File: config.mk
export PLATFORM = sky130hd
export DESIGN_NAME = arc_top
export DESIGN_NICKNAME = d
export VERILOG_FILES = /design/src/hdl/arc_pkg.sv /design/src/hdl/arc_cmp_unit.sv /design/src/hdl/arc_top.sv
export VERILOG_INCLUDE_DIRS = /design/src /design/src/hdl
export SDC_FILE = /design/constraint.sdc
export NUM_CORES = 1
export LEC_CHECK = 0
export ABC_AREA = 1
export BUFFER_PORTS_ARGS = -buffer_cell sky130_fd_sc_hd__buf_2
export CORE_MARGIN = 1.5
export CORE_UTILIZATION = 38
export DETAILED_ROUTE_END_ITERATION = 12
export GPL_TIMING_DRIVEN = 0
export PLACE_DENSITY = 0.64
export SETUP_SLACK_MARGIN = 0.1
export SLEW_MARGIN = 20
export SYNTH_ARGS = -nofsm -noshare
export SYNTH_HDL_FRONTEND = slang
export SYNTH_HIERARCHICAL = 1
export SYNTH_SLANG_ARGS = --single-unit
export TNS_END_PERCENT = 30
File: constraint.sdc
create_clock -name pclk -period 1.91 [get_ports pclk]
set_input_delay 0.191 -clock pclk [delete_from_list [all_inputs] [get_ports pclk]]
set_output_delay 0.191 -clock pclk [all_outputs]
set_load 0.05 [all_outputs]
File: src/hdl/arc_map.svh
/*
 * Register map of the ADC result comparator: offsets, field positions
 * and reset values.
 * Assumes a 32-bit APB with byte addresses and one register per word.
 */
`ifndef ARC_MAP_SVH
`define ARC_MAP_SVH

// Register byte offsets
`define ARC_OFF_CTRL0      8'h18
`define ARC_OFF_CTRL1      8'h1C
`define ARC_OFF_IRQ_STAT   8'h20
`define ARC_OFF_IRQ_MASK   8'h24

// Control register field positions
`define ARC_THR_MSB        31
`define ARC_THR_LSB        16
`define ARC_LIM_MSB        11
`define ARC_LIM_LSB        8
`define ARC_FLAG_BIT       7
`define ARC_COND_BIT       2
`define ARC_IE_BIT         1
`define ARC_EN_BIT         0

// Reset values
`define ARC_CTRL_RST       32'h0000_0000
`define ARC_STAT_RST       2'h0
`define ARC_MASK_RST       2'h3
`define ARC_CNT_RST        5'h00

`endif

File: src/hdl/arc_pkg.sv
/*
 * Types shared by the ADC result comparator files.
 * Assumes nothing beyond a SystemVerilog compiler.
 */
package arc_pkg;

    localparam int ARC_NUM_CMP = 2;

    // Settings of one comparator as software programs them
    typedef struct packed {
        logic [15:0] threshold_value;
        logic [3:0]  match_count_limit;
        logic        condition_select;
        logic        match_irq_enable;
        logic        comparator_enable;
    } arc_cfg_type;

    // One word leaving the ADC FIFO, valid for one cycle
    typedef struct packed {
        logic        valid;
        logic [15:0] data;
    } arc_word_type;

    typedef logic [ARC_NUM_CMP-1:0] arc_chan_type;

endpackage

File: src/hdl/arc_cmp_unit.sv
/*
 * One comparator channel: tests each FIFO output word against the
 * threshold, counts matches and holds the sticky match flag.
 * Assumes settings and words come from logic on the same clock.
 */
`timescale 1ns/10ps

`include "arc_map.svh"

module arc_cmp_unit (
    input  wire logic                pclk,
    input  wire logic                presetn,
    input  wire arc_pkg::arc_cfg_type cfg,
    input  wire arc_pkg::arc_word_type word,
    input  wire logic                flag_clr,
    output logic                     flag,
    output logic                     flag_set
);
    import arc_pkg::*;

    logic [4:0] cnt_r;
    logic [4:0] cnt_nxt;
    logic       flag_r;
    logic       flag_nxt;
    logic [4:0] target;
    logic       match;
    logic       hit;

    ////////////////////////////////////////////////////////////////////
    always_comb begin
        target = {1'b0, cfg.match_count_limit} + 5'h01;
        // Samples are two's complement audio, so the test is signed
        if (cfg.condition_select) begin
            match = $signed(word.data) >= $signed(cfg.threshold_value);
        end else begin
            match = $signed(word.data) < $signed(cfg.threshold_value);
        end
        // Counting stops while the flag is up; the count is held there
        hit = cfg.comparator_enable & word.valid & match & ~flag_r;
        cnt_nxt  = cnt_r;
        flag_nxt = flag_r;
        flag_set = 1'b0;
        if (!cfg.comparator_enable) begin
            cnt_nxt = `ARC_CNT_RST;
        end else if (hit) begin
            cnt_nxt = cnt_r + 5'h01;
            if (cnt_nxt == target) begin
                flag_nxt = 1'b1;
                flag_set = 1'b1;
            end
        end
        // A set in the same cycle as the clear wins
        if (flag_clr) begin
            cnt_nxt = `ARC_CNT_RST;
            if (!flag_set) begin
                flag_nxt = 1'b0;
            end
        end
    end

    always_ff @(posedge pclk or negedge presetn) begin
        if (!presetn) begin
            cnt_r  <= `ARC_CNT_RST;
            flag_r <= 1'b0;
        end else begin
            cnt_r  <= cnt_nxt;
            flag_r <= flag_nxt;
        end
    end

    assign flag = flag_r;

endmodule

File: src/hdl/arc_top.sv
/*
 * ADC result comparator: APB register slave, two comparator channels
 * watching the ADC FIFO output, interrupt status and mask.
 * Assumes the FIFO output word and its valid strobe come from logic
 * on pclk, one cycle per word, and a 32-bit APB master on pclk.
 */
`timescale 1ns/10ps

`include "arc_map.svh"

// Summary of operation
// Each comparator tests every FIFO output word against its 16-bit threshold.
// Condition bit zero matches below threshold; one matches at or above it.
// Every matching word adds one to the comparator's match counter while its match flag is clear.
// Match flag sets when the counter reaches the match count limit plus one.
// Writing one clears the match flag; writing zero leaves it alone.
// A flag set with interrupt enable high raises a compare interrupt request; the code drives cmp_irq for it only while that channel's mask bit is set.
// Compare enable low stops all comparison and matching.
// A second identical comparator sits one word above the first.
// Match counter restarts from zero when disabled or when the flag clears.
module arc_top (
    input  wire logic                  pclk,
    input  wire logic                  presetn,
    input  wire logic [7:0]            paddr,
    input  wire logic                  psel,
    input  wire logic                  penable,
    input  wire logic                  pwrite,
    input  wire logic [31:0]           pwdata,
    output logic      [31:0]           prdata,
    output logic                       pready,
    output logic                       pslverr,
    input  wire arc_pkg::arc_word_type fifo_word,
    output logic                       cmp_irq
);
    import arc_pkg::*;

    ////////////////////////////////////////////////////////////////////
    // Bus slave state

    logic [31:0]  prdata_r;
    logic [31:0]  prdata_nxt;
    logic         pready_r;
    logic         pready_nxt;
    logic         pslverr_r;
    logic         pslverr_nxt;

    logic         setup;
    logic         access;
    logic         wr_en;
    logic         sel_ctrl0;
    logic         sel_ctrl1;
    logic         sel_stat;
    logic         sel_mask;
    logic         mapped;

    ////////////////////////////////////////////////////////////////////
    // Comparator and interrupt state

    arc_cfg_type  cfg_r [ARC_NUM_CMP];
    arc_chan_type sel_ctrl;
    arc_chan_type flag_clr;
    arc_chan_type flag;
    arc_chan_type flag_set;

    arc_chan_type stat_r;
    arc_chan_type stat_nxt;
    arc_chan_type mask_r;
    arc_chan_type mask_nxt;
    logic         irq_r;
    logic         irq_nxt;

    ////////////////////////////////////////////////////////////////////
    // Address decode

    always_comb begin
        sel_ctrl0 = 1'b0;
        sel_ctrl1 = 1'b0;
        sel_stat  = 1'b0;
        sel_mask  = 1'b0;
        if (paddr == `ARC_OFF_CTRL0) begin
            sel_ctrl0 = 1'b1;
        end else if (paddr == `ARC_OFF_CTRL1) begin
            sel_ctrl1 = 1'b1;
        end else if (paddr == `ARC_OFF_IRQ_STAT) begin
            sel_stat = 1'b1;
        end else if (paddr == `ARC_OFF_IRQ_MASK) begin
            sel_mask = 1'b1;
        end
        mapped   = sel_ctrl0 | sel_ctrl1 | sel_stat | sel_mask;
        sel_ctrl = {sel_ctrl1, sel_ctrl0};
    end

    ////////////////////////////////////////////////////////////////////
    // APB handshake
    // The answer is prepared in the setup cycle, so every transfer
    // completes in its first access cycle with no wait state.

    always_comb begin
        setup  = psel & ~penable;
        access = psel & penable & pready_r;
        wr_en  = access & pwrite & ~pslverr_r;

        pready_nxt  = setup;
        pslverr_nxt = setup & ~mapped;
        prdata_nxt  = prdata_r;
        if (setup) begin
            prdata_nxt = 32'h0000_0000;
            if (!pwrite && mapped) begin
                if (sel_stat) begin
                    prdata_nxt[ARC_NUM_CMP-1:0] = stat_r;
                end else if (sel_mask) begin
                    prdata_nxt[ARC_NUM_CMP-1:0] = mask_r;
                end else begin
                    for (int i = 0; i < ARC_NUM_CMP; i++) begin
                        if (sel_ctrl[i]) begin
                            prdata_nxt[`ARC_THR_MSB:`ARC_THR_LSB] =
                                cfg_r[i].threshold_value;
                            prdata_nxt[`ARC_LIM_MSB:`ARC_LIM_LSB] =
                                cfg_r[i].match_count_limit;
                            prdata_nxt[`ARC_FLAG_BIT] = flag[i];
                            prdata_nxt[`ARC_COND_BIT] = cfg_r[i].condition_select;
                            prdata_nxt[`ARC_IE_BIT]   = cfg_r[i].match_irq_enable;
                            prdata_nxt[`ARC_EN_BIT]   = cfg_r[i].comparator_enable;
                        end
                    end
                end
            end
        end
    end

    always_ff @(posedge pclk or negedge presetn) begin
        if (!presetn) begin
            prdata_r  <= 32'h0000_0000;
            pready_r  <= 1'b0;
            pslverr_r <= 1'b0;
        end else begin
            prdata_r  <= prdata_nxt;
            pready_r  <= pready_nxt;
            pslverr_r <= pslverr_nxt;
        end
    end

    ////////////////////////////////////////////////////////////////////
    // Comparator channels

    generate
        for (genvar g = 0; g < ARC_NUM_CMP; g++) begin : g_cmp
            arc_cfg_type cfg_nxt;
            logic        ctrl_wr;

            always_comb begin
                ctrl_wr = wr_en & sel_ctrl[g];
                cfg_nxt = cfg_r[g];
                if (ctrl_wr) begin
                    cfg_nxt.threshold_value   = pwdata[`ARC_THR_MSB:`ARC_THR_LSB];
                    cfg_nxt.match_count_limit = pwdata[`ARC_LIM_MSB:`ARC_LIM_LSB];
                    cfg_nxt.condition_select  = pwdata[`ARC_COND_BIT];
                    cfg_nxt.match_irq_enable  = pwdata[`ARC_IE_BIT];
                    cfg_nxt.comparator_enable = pwdata[`ARC_EN_BIT];
                end
                // Only a one written to the flag bit clears it
                flag_clr[g] = ctrl_wr & pwdata[`ARC_FLAG_BIT];
            end

            always_ff @(posedge pclk or negedge presetn) begin
                if (!presetn) begin
                    cfg_r[g] <= arc_cfg_type'(`ARC_CTRL_RST);
                end else begin
                    cfg_r[g] <= cfg_nxt;
                end
            end

            // Both channels see the same word stream independently
            arc_cmp_unit u_cmp (
                .pclk     (pclk),
                .presetn  (presetn),
                .cfg      (cfg_r[g]),
                .word     (fifo_word),
                .flag_clr (flag_clr[g]),
                .flag     (flag[g]),
                .flag_set (flag_set[g])
            );
        end
    endgenerate

    ////////////////////////////////////////////////////////////////////
    // Interrupt status, mask and output
    // Status records flag events whose channel had its interrupt
    // enabled; the mask is a second gate that resets open.

    always_comb begin
        stat_nxt = stat_r;
        mask_nxt = mask_r;
        if (wr_en && sel_stat) begin
            stat_nxt = stat_r & ~pwdata[ARC_NUM_CMP-1:0];
        end
        if (wr_en && sel_mask) begin
            mask_nxt = pwdata[ARC_NUM_CMP-1:0];
        end
        // New events win over a clear written in the same cycle
        for (int i = 0; i < ARC_NUM_CMP; i++) begin
            if (flag_set[i] && cfg_r[i].match_irq_enable) begin
                stat_nxt[i] = 1'b1;
            end
        end
        irq_nxt = |(stat_nxt & mask_nxt);
    end

    always_ff @(posedge pclk or negedge presetn) begin
        if (!presetn) begin
            stat_r <= `ARC_STAT_RST;
            mask_r <= `ARC_MASK_RST;
            irq_r  <= 1'b0;
        end else begin
            stat_r <= stat_nxt;
            mask_r <= mask_nxt;
            irq_r  <= irq_nxt;
        end
    end

    ////////////////////////////////////////////////////////////////////
    // Outputs

    assign prdata  = prdata_r;
    assign pready  = pready_r;
    assign pslverr = pslverr_r;
    assign cmp_irq = irq_r;

endmodule

* Word-level counts from Yosys, hierarchy flattened
Index checks and enable logic that the tools add are counted.
** Word-level totals
- Register bits after elaboration :: 89
- Output and inout port bits :: 35
- Logic and storage cells :: 125
** Operators by class
- Add/sub/neg operators :: 4
- $lt $le $gt $ge :: 4
- Equal/unequal tests :: 8
- Multiplexer cells :: 55
- Bitwise gates (word level) :: 27
- Reductions and logical operators :: 7
** Operators with widths (count)
- 2-to-1 mux 16 bit :: 5
- 2-to-1 mux 5 bit :: 11
- greater-or-equal comparator 16 bit :: 2
- less-than comparator 16 bit :: 2
- 2-to-1 mux 1 bit :: 32
- bitwise AND 1 bit :: 16
- equality test 8 x 5 -> 1 bit, second input constant :: 2
- equality test 8 x 6 -> 1 bit, second input constant :: 2
- adder 4 x 1 -> 5 bit, second input constant :: 2
- adder 5 x 1 -> 5 bit, second input constant :: 2
- equality test 5 bit :: 2
- 2-to-1 mux 3 bit :: 3
- 2-to-1 mux 2 bit :: 4
- != test 3 x 1 -> 1 bit, second input constant :: 2
- logical AND 1 bit :: 5
- inverter 1 bit :: 5
- bitwise AND 2 bit :: 2
- bitwise OR 1 bit :: 3
- inverter 2 bit :: 1
- OR reduction 2 bit :: 1
- logical NOT 1 bit :: 1

* Depth between registers and ports, before layout
- Word-level depth :: 10
- Mapped depth :: 20
- Depth with buffers taken out :: 20

* By module
The synthesis kept the hierarchy.
** Modules (own cells, without submodules)
- arc_top :: times used 1, cells an instance 445, area each 3733.6 µm²
- arc_cmp_unit (g_cmp[0].u_cmp) :: times used 1, cells an instance 135, area each 979.7 µm²
- arc_cmp_unit (g_cmp[1].u_cmp) :: times used 1, cells an instance 130, area each 919.6 µm²

* Least setup slack after synthesis
No wires, ideal clock.
- Kind :: register -> register
- From :: reg cfg_r[22] (netlist name)
- To :: reg irq_r (netlist: cmp_irq)
- Data arrival time :: 1782 ps
- Required time :: 1845 ps
- Slack :: 64 ps
- Stages on the path, launching flop included :: 16
- Path through :: dfrtp_1 -> inv_1 -> ha_1 -> a21oi_1 -> o21ai_1 -> a21oi_2 -> nand2_1 -> nand2_1 -> nand3_2 -> nand2_4 -> nand2_4 -> nor2_1 -> nand2_1 -> nand3_1 -> nand2_1 -> nand2_1
** Between the ends
- Word-level cells in the longest chain between the ends :: 10
- Elaborated cells on any way between the ends :: 11
- Those cells by class :: order compare: 2; mux: 4; bitwise: 3; reduce/logical: 2
** RTL lines
- start, declared :: line arc_top.sv:59 : arc_cfg_type cfg_r [ARC_NUM_CMP];
- start signal, assigned by index :: line arc_top.sv:167 : cfg_r[g] <= arc_cfg_type'(`ARC_CTRL_RST);
- start signal, assigned by index :: line arc_top.sv:169 : cfg_r[g] <= cfg_nxt;
- less-than comparator 16 bit or greater-or-equal comparator 16 bit (tied branches) :: line arc_cmp_unit.sv:36, arc_cmp_unit.sv:34
- 2-to-1 mux 1 bit * :: line arc_cmp_unit.sv:33 : if (cfg.condition_select) begin
- bitwise AND 1 bit * (2 in series) :: line arc_cmp_unit.sv:39 : hit = cfg.comparator_enable & word.valid & match & ~flag_r;
- 2-to-1 mux 1 bit * :: line arc_cmp_unit.sv:45 : end else if (hit) begin
- 2-to-1 mux 1 bit * :: line arc_cmp_unit.sv:43 : if (!cfg.comparator_enable) begin
- named net flag_set[1] :: line arc_top.sv:63 : arc_chan_type flag_set;
- logical AND 1 bit * :: line arc_top.sv:202 : if (flag_set[i] && cfg_r[i].match_irq_enable) begin
- 2-to-1 mux 1 bit * :: line arc_top.sv:202
- named net stat_nxt[1] :: line arc_top.sv:66 : arc_chan_type stat_nxt;
- bitwise AND 2 bit * :: line arc_top.sv:206 : irq_nxt = |(stat_nxt & mask_nxt);
- OR reduction 2 bit * :: line arc_top.sv:206
- named net irq_nxt :: line arc_top.sv:70 : logic irq_nxt;
- end signal, assigned :: line arc_top.sv:217 : irq_r <= irq_nxt;
- end, declared :: line arc_top.sv:69 : logic irq_r;
Mark *: on every way through the listed nets, which the timed path passes. The rest lies on a longest branch.
A chain may end at the register's enable or synchronous reset.

* Worst setup path after layout
- From :: reg cfg_r[16] (netlist name)
- To :: reg irq_r (netlist: cmp_irq)
Same word-level chain as after synthesis.

==> insert_results.sql <==
INSERT INTO impl_metrics (metric_group, metric, value, unit) VALUES
('run_status', 'status', 'complete, but fails checks', ''),
('run_status', 'violations', 'setup timing', ''),
('timing', 'slew_headroom', '65.9', '%'),
('logic_synthesis', 'synth.top_cell.area_share', '38.6', '%'),
('detailed_routing', 'detailed_router_iteration_count_before_antenna_repair', '5', ''),
('detailed_routing', 'avgRoutedWirePerCell', '14.0', 'µm'),
('global_routing', 'grt_pass1_vias', '4714', ''),
('cts', 'cts-htree-levels', '3', ''),
('cts', 'cts_tree', 'done', ''),
('flow_run', 'timing.max_cap.violations', '0', ''),
('die', 'pin_count', '97', ''),
('detailed_routing', 'first_iter_violations', '254', ''),
('power_and_ir_drop', 'internal-power', '3.11', 'mW'),
('timing', 'clock_skew', '7.74', 'ps'),
('logic_synthesis', 'syn_inst', '710', ''),
('cts', 'clockRootBuffer', 'sky130_fd_sc_hd__clkbuf_16', ''),
('detailed_routing', 'remaining_routing_drc_violations', '0', ''),
('logic_synthesis', 'synth_top_area_cell', 'sky130_fd_sc_hd__dfrtp_1', ''),
('cts', 'cts_inserted_buffers', '9', ''),
('die', 'initial_utilization', '38.9', '%'),
('finish', 'antenna_cells', '0', ''),
('power_and_ir_drop', 'comb_power_share', '10.9', '%'),
('power_and_ir_drop', 'p_leak', '3.50', 'nW'),
('cts', 'cts.sinks', '89', ''),
('timing', 'grt_setup_unrepaired', 'true', ''),
('power_and_ir_drop', 'seq_power_share', '45.2', '%'),
('logic_synthesis', 'number_of_synthesis_warnings', '6', ''),
('cts', 'clk_path_buf_depth', '2', ''),
('detailed_routing', 'wirelength_routed', '14200', 'µm'),
('critical_path', 'endpoint_kind', 'register', ''),
('logic_synthesis', 'post_synth_arst_share', '100', '%'),
('finish', 'post_route_cells_drive_above_1_share', '33.3', '%'),
('logic_synthesis', 'synth_seq_area_share', '39.6', '%'),
('die', 'dieArea', '0.0156', 'mm²'),
('logic_synthesis', 'yosys_register_bits', '89', ''),
('timing', 'setup_ws', '-68.2', 'ps'),
('global_routing', 'initial_antenna_violation_count', '0', ''),
('power_and_ir_drop', 'power.share.clock', '43.9', '%'),
('timing', 'final_max_slew_viol_count', '0', ''),
('power_and_ir_drop', 'pwr_density_cell', '587', 'mW/mm²'),
('global_routing', 'grt.overflow.total', '0', ''),
('logic_synthesis', 'synth_area_leaders', 'sky130_fd_sc_hd__dfrtp_1 (39%), sky130_fd_sc_hd__nand2_1 (13%), sky130_fd_sc_hd__ha_1 (8.0%), sky130_fd_sc_hd__inv_1 (6.9%), sky130_fd_sc_hd__nand3_1 (5.8%)', ''),
('power_and_ir_drop', 'netSwitchingFraction', '25.8', '%'),
('critical_path', 'cp_data_arrival_time', '2270', 'ps'),
('placement', 'globalplace.congestion', '0.860', ''),
('finish', 'final_cells', '1016', ''),
('die', 'die_height', '125', 'µm'),
('placement', 'port_buffers', '80', ''),
('timing', 'fmax', '506', 'MHz'),
('finish', 'layout-area-overhead-vs-synth', '26.8', '%'),
('worst_hold_path', 'hold_path.class', 'in -> reg', ''),
('placement', 'numPlacedInstances', '982', ''),
('timing', 'report.final.setup_viol', '6', ''),
('placement', 'post-dp-hpwl', '10500', 'µm'),
('logic_synthesis', 'synth.lib_cells_used.distinct', '39', ''),
('critical_path', 'r2r_cells', '17', ''),
('detailed_routing', 'detail_route.vias_per_cell', '4.79', ''),
('global_routing', 'grt_start_max_net_pins', '62', ''),
('detailed_routing', 'postRouteAntennaNets', '0', ''),
('logic_synthesis', 'syn-mean-instance-area', '7.93', 'µm²'),
('detailed_routing', 'vias', '4871', ''),
('die', 'floorplan.core_area', '0.0145', 'mm²'),
('finish', 'final_nets', '925', ''),
('die', 'die_width', '125', 'µm'),
('power_and_ir_drop', 'power_switching', '1.08', 'mW'),
('critical_path', 'crit_path_required_time', '2200', 'ps'),
('timing', 'final_min_period_over_clock_period', '104', '%'),
('timing', 'worst_pin_slew', '509', 'ps'),
('cts', 'worstSkewPairLatency', '350', 'ps'),
('power_and_ir_drop', 'post_route_total_power', '4.19', 'mW'),
('global_routing', 'grt_pass1_wl', '23200', 'µm');
path summary, 6_finish.rpt:
kind                                          end                   start  slack (ps)
min reg2reg                prdata[19]$_DFFE_PN0P_  prdata[19]$_DFFE_PN0P_         470
min                              pready$_DFF_PN0_                 penable          10
min in group asynchronous   cfg_r[44]$_DFFE_PN0N_                 presetn         280
max in group asynchronous    cfg_r[2]$_DFFE_PN0N_                 presetn        1050
max reg2reg                     cmp_irq$_DFF_PN0_   cfg_r[16]$_DFFE_PN0N_         -70
max                             cmp_irq$_DFF_PN0_   cfg_r[16]$_DFFE_PN0N_         -70
area by class of cell:
type	count	area, µm²
Sequential cell	89	2230
Fill cell	1456	7340
Timing Repair Buffer	99	579
Clock inverter	6	67.6
Inverter	113	425
Tap cell	184	230
Buffer	28	208
Clock buffer	10	239
Multi-Input combinational cell	487	3160
metrics by stage:
step	setup slack (ps)	TNS (ps)	hold slack [ps]	utilization (%)	instance area, µm²
floorplan	100	0	-105	-	5710
global placement	-231	-20110	374	43.8	6340
detailed placement	-188	-1010	87.7	44.0	6370
CTS	-58.0	-206	6.96	48.1	6960
global route	-195	-1370	8.53	49.3	7140
finish	-68.2	-206	13.6	49.3	7140
cell families (layout without fill, tap and decap cells):
logic type	after synthesis	after routing	share of synthesized area [%]
buf+inv	141	256	11.2
flops	89	89	39.6
other cells	1	8	0.0666
xor+xnor	16	16	2.49
simple gates	332	332	27.2
compound gates	95	95	11.4
fa+ha+maj	36	36	8.00
registers in the layout, indices dropped and copies added, names as in the netlist:
name and count:
prdata 24, pready 1, mask_r 2, cmp_irq 1
g_cmp.u_cmp/flag 2, pslverr 1, cfg_r 46, g_cmp.u_cmp/cnt_r 10
stat_r 2
cell usage after synthesis, types with 2 or more instances:
library cell,instances
sky130_fd_sc_hd__a21o_1,2
sky130_fd_sc_hd__buf_2,5
sky130_fd_sc_hd__nand2_1,194
sky130_fd_sc_hd__xor2_1,4
sky130_fd_sc_hd__inv_1,104
sky130_fd_sc_hd__inv_2,6
sky130_fd_sc_hd__nor2_2,5
sky130_fd_sc_hd__nand3_2,4
sky130_fd_sc_hd__nor2_1,27
sky130_fd_sc_hd__buf_4,13
sky130_fd_sc_hd__o21ai_0,9
sky130_fd_sc_hd__clkinv_1,2
sky130_fd_sc_hd__o211ai_1,3
sky130_fd_sc_hd__nor2_4,3
sky130_fd_sc_hd__buf_6,6
sky130_fd_sc_hd__nand3_1,65
sky130_fd_sc_hd__nand4_1,13
sky130_fd_sc_hd__xnor2_1,12
sky130_fd_sc_hd__nand2_2,10
sky130_fd_sc_hd__dfrtp_1,87
sky130_fd_sc_hd__clkbuf_1,4
sky130_fd_sc_hd__o21ai_2,35
sky130_fd_sc_hd__ha_1,36
sky130_fd_sc_hd__a21oi_1,11
sky130_fd_sc_hd__dfstp_2,2
sky130_fd_sc_hd__a21oi_2,2
sky130_fd_sc_hd__nand3b_1,2
sky130_fd_sc_hd__nand2_4,4
sky130_fd_sc_hd__o21ai_1,30
what timing repair did:
| action | CTS | global route |
|---|---|---|
| setup buffers | 14 | 3 |
| hold endpoints to repair | 28 | 0 |
| pin swaps | 32 | 13 |
| endpoints found under the setup margin | 15 | 15 |
| gates cloned | 0 | 0 |
| gates resized for setup | 32 | 32 |
| hold buffers | 1 | 0 |
metal layers:
metal  global-route usage [%]  part of all wire, %
met3                     3.91                  5.8
met5                        0                    0
met2                     30.4                   47
met4                     5.95                  1.2
met1                     25.1                   46
layout by cell type (no fill, tap or decap), types with 10 or more instances in the layout:
cell / n
sky130_fd_sc_hd__buf_2: 84
sky130_fd_sc_hd__inv_2: 13
sky130_fd_sc_hd__nand2_1: 185
sky130_fd_sc_hd__xnor2_1: 12
sky130_fd_sc_hd__nand3_2: 17
sky130_fd_sc_hd__nor2_1: 21
sky130_fd_sc_hd__dfrtp_1: 87
sky130_fd_sc_hd__nand2_2: 17
sky130_fd_sc_hd__o21ai_1: 27
sky130_fd_sc_hd__ha_1: 21
sky130_fd_sc_hd__ha_4: 15
sky130_fd_sc_hd__buf_4: 28
sky130_fd_sc_hd__nor2_2: 10
sky130_fd_sc_hd__nand4_1: 13
sky130_fd_sc_hd__o21ai_2: 38
sky130_fd_sc_hd__nand3_1: 52
sky130_fd_sc_hd__inv_1: 97
critical path, stage by stage (launching register included):
cell,delay (ps)
sky130_fd_sc_hd__dfrtp_1,420
sky130_fd_sc_hd__inv_2,80
sky130_fd_sc_hd__ha_4,190
sky130_fd_sc_hd__nand2_1,50
sky130_fd_sc_hd__nand2_1,40
sky130_fd_sc_hd__nand3_1,60
sky130_fd_sc_hd__nand2_1,90
sky130_fd_sc_hd__a21oi_4,210
sky130_fd_sc_hd__nand2_2,90
sky130_fd_sc_hd__nand2_1,80
sky130_fd_sc_hd__nand3_2,80
sky130_fd_sc_hd__nand2_4,100
sky130_fd_sc_hd__nand2_4,60
sky130_fd_sc_hd__nor2_4,110
sky130_fd_sc_hd__nand2_1,70
sky130_fd_sc_hd__nand3_2,70
sky130_fd_sc_hd__nand2_1,50
sky130_fd_sc_hd__nand2_1,50
power by group through the flow:
stage               registers (mW)  clock network (mW)  logic (mW)
finish                        1.90                1.84       0.459
global route                  1.89                1.94       0.514
CTS                           1.89                1.88       0.437
detailed placement            1.93                   0       0.404
global placement              1.93                   0       0.394
floorplan                     1.94                   0       0.233
(Power assumes the default switching activity.)
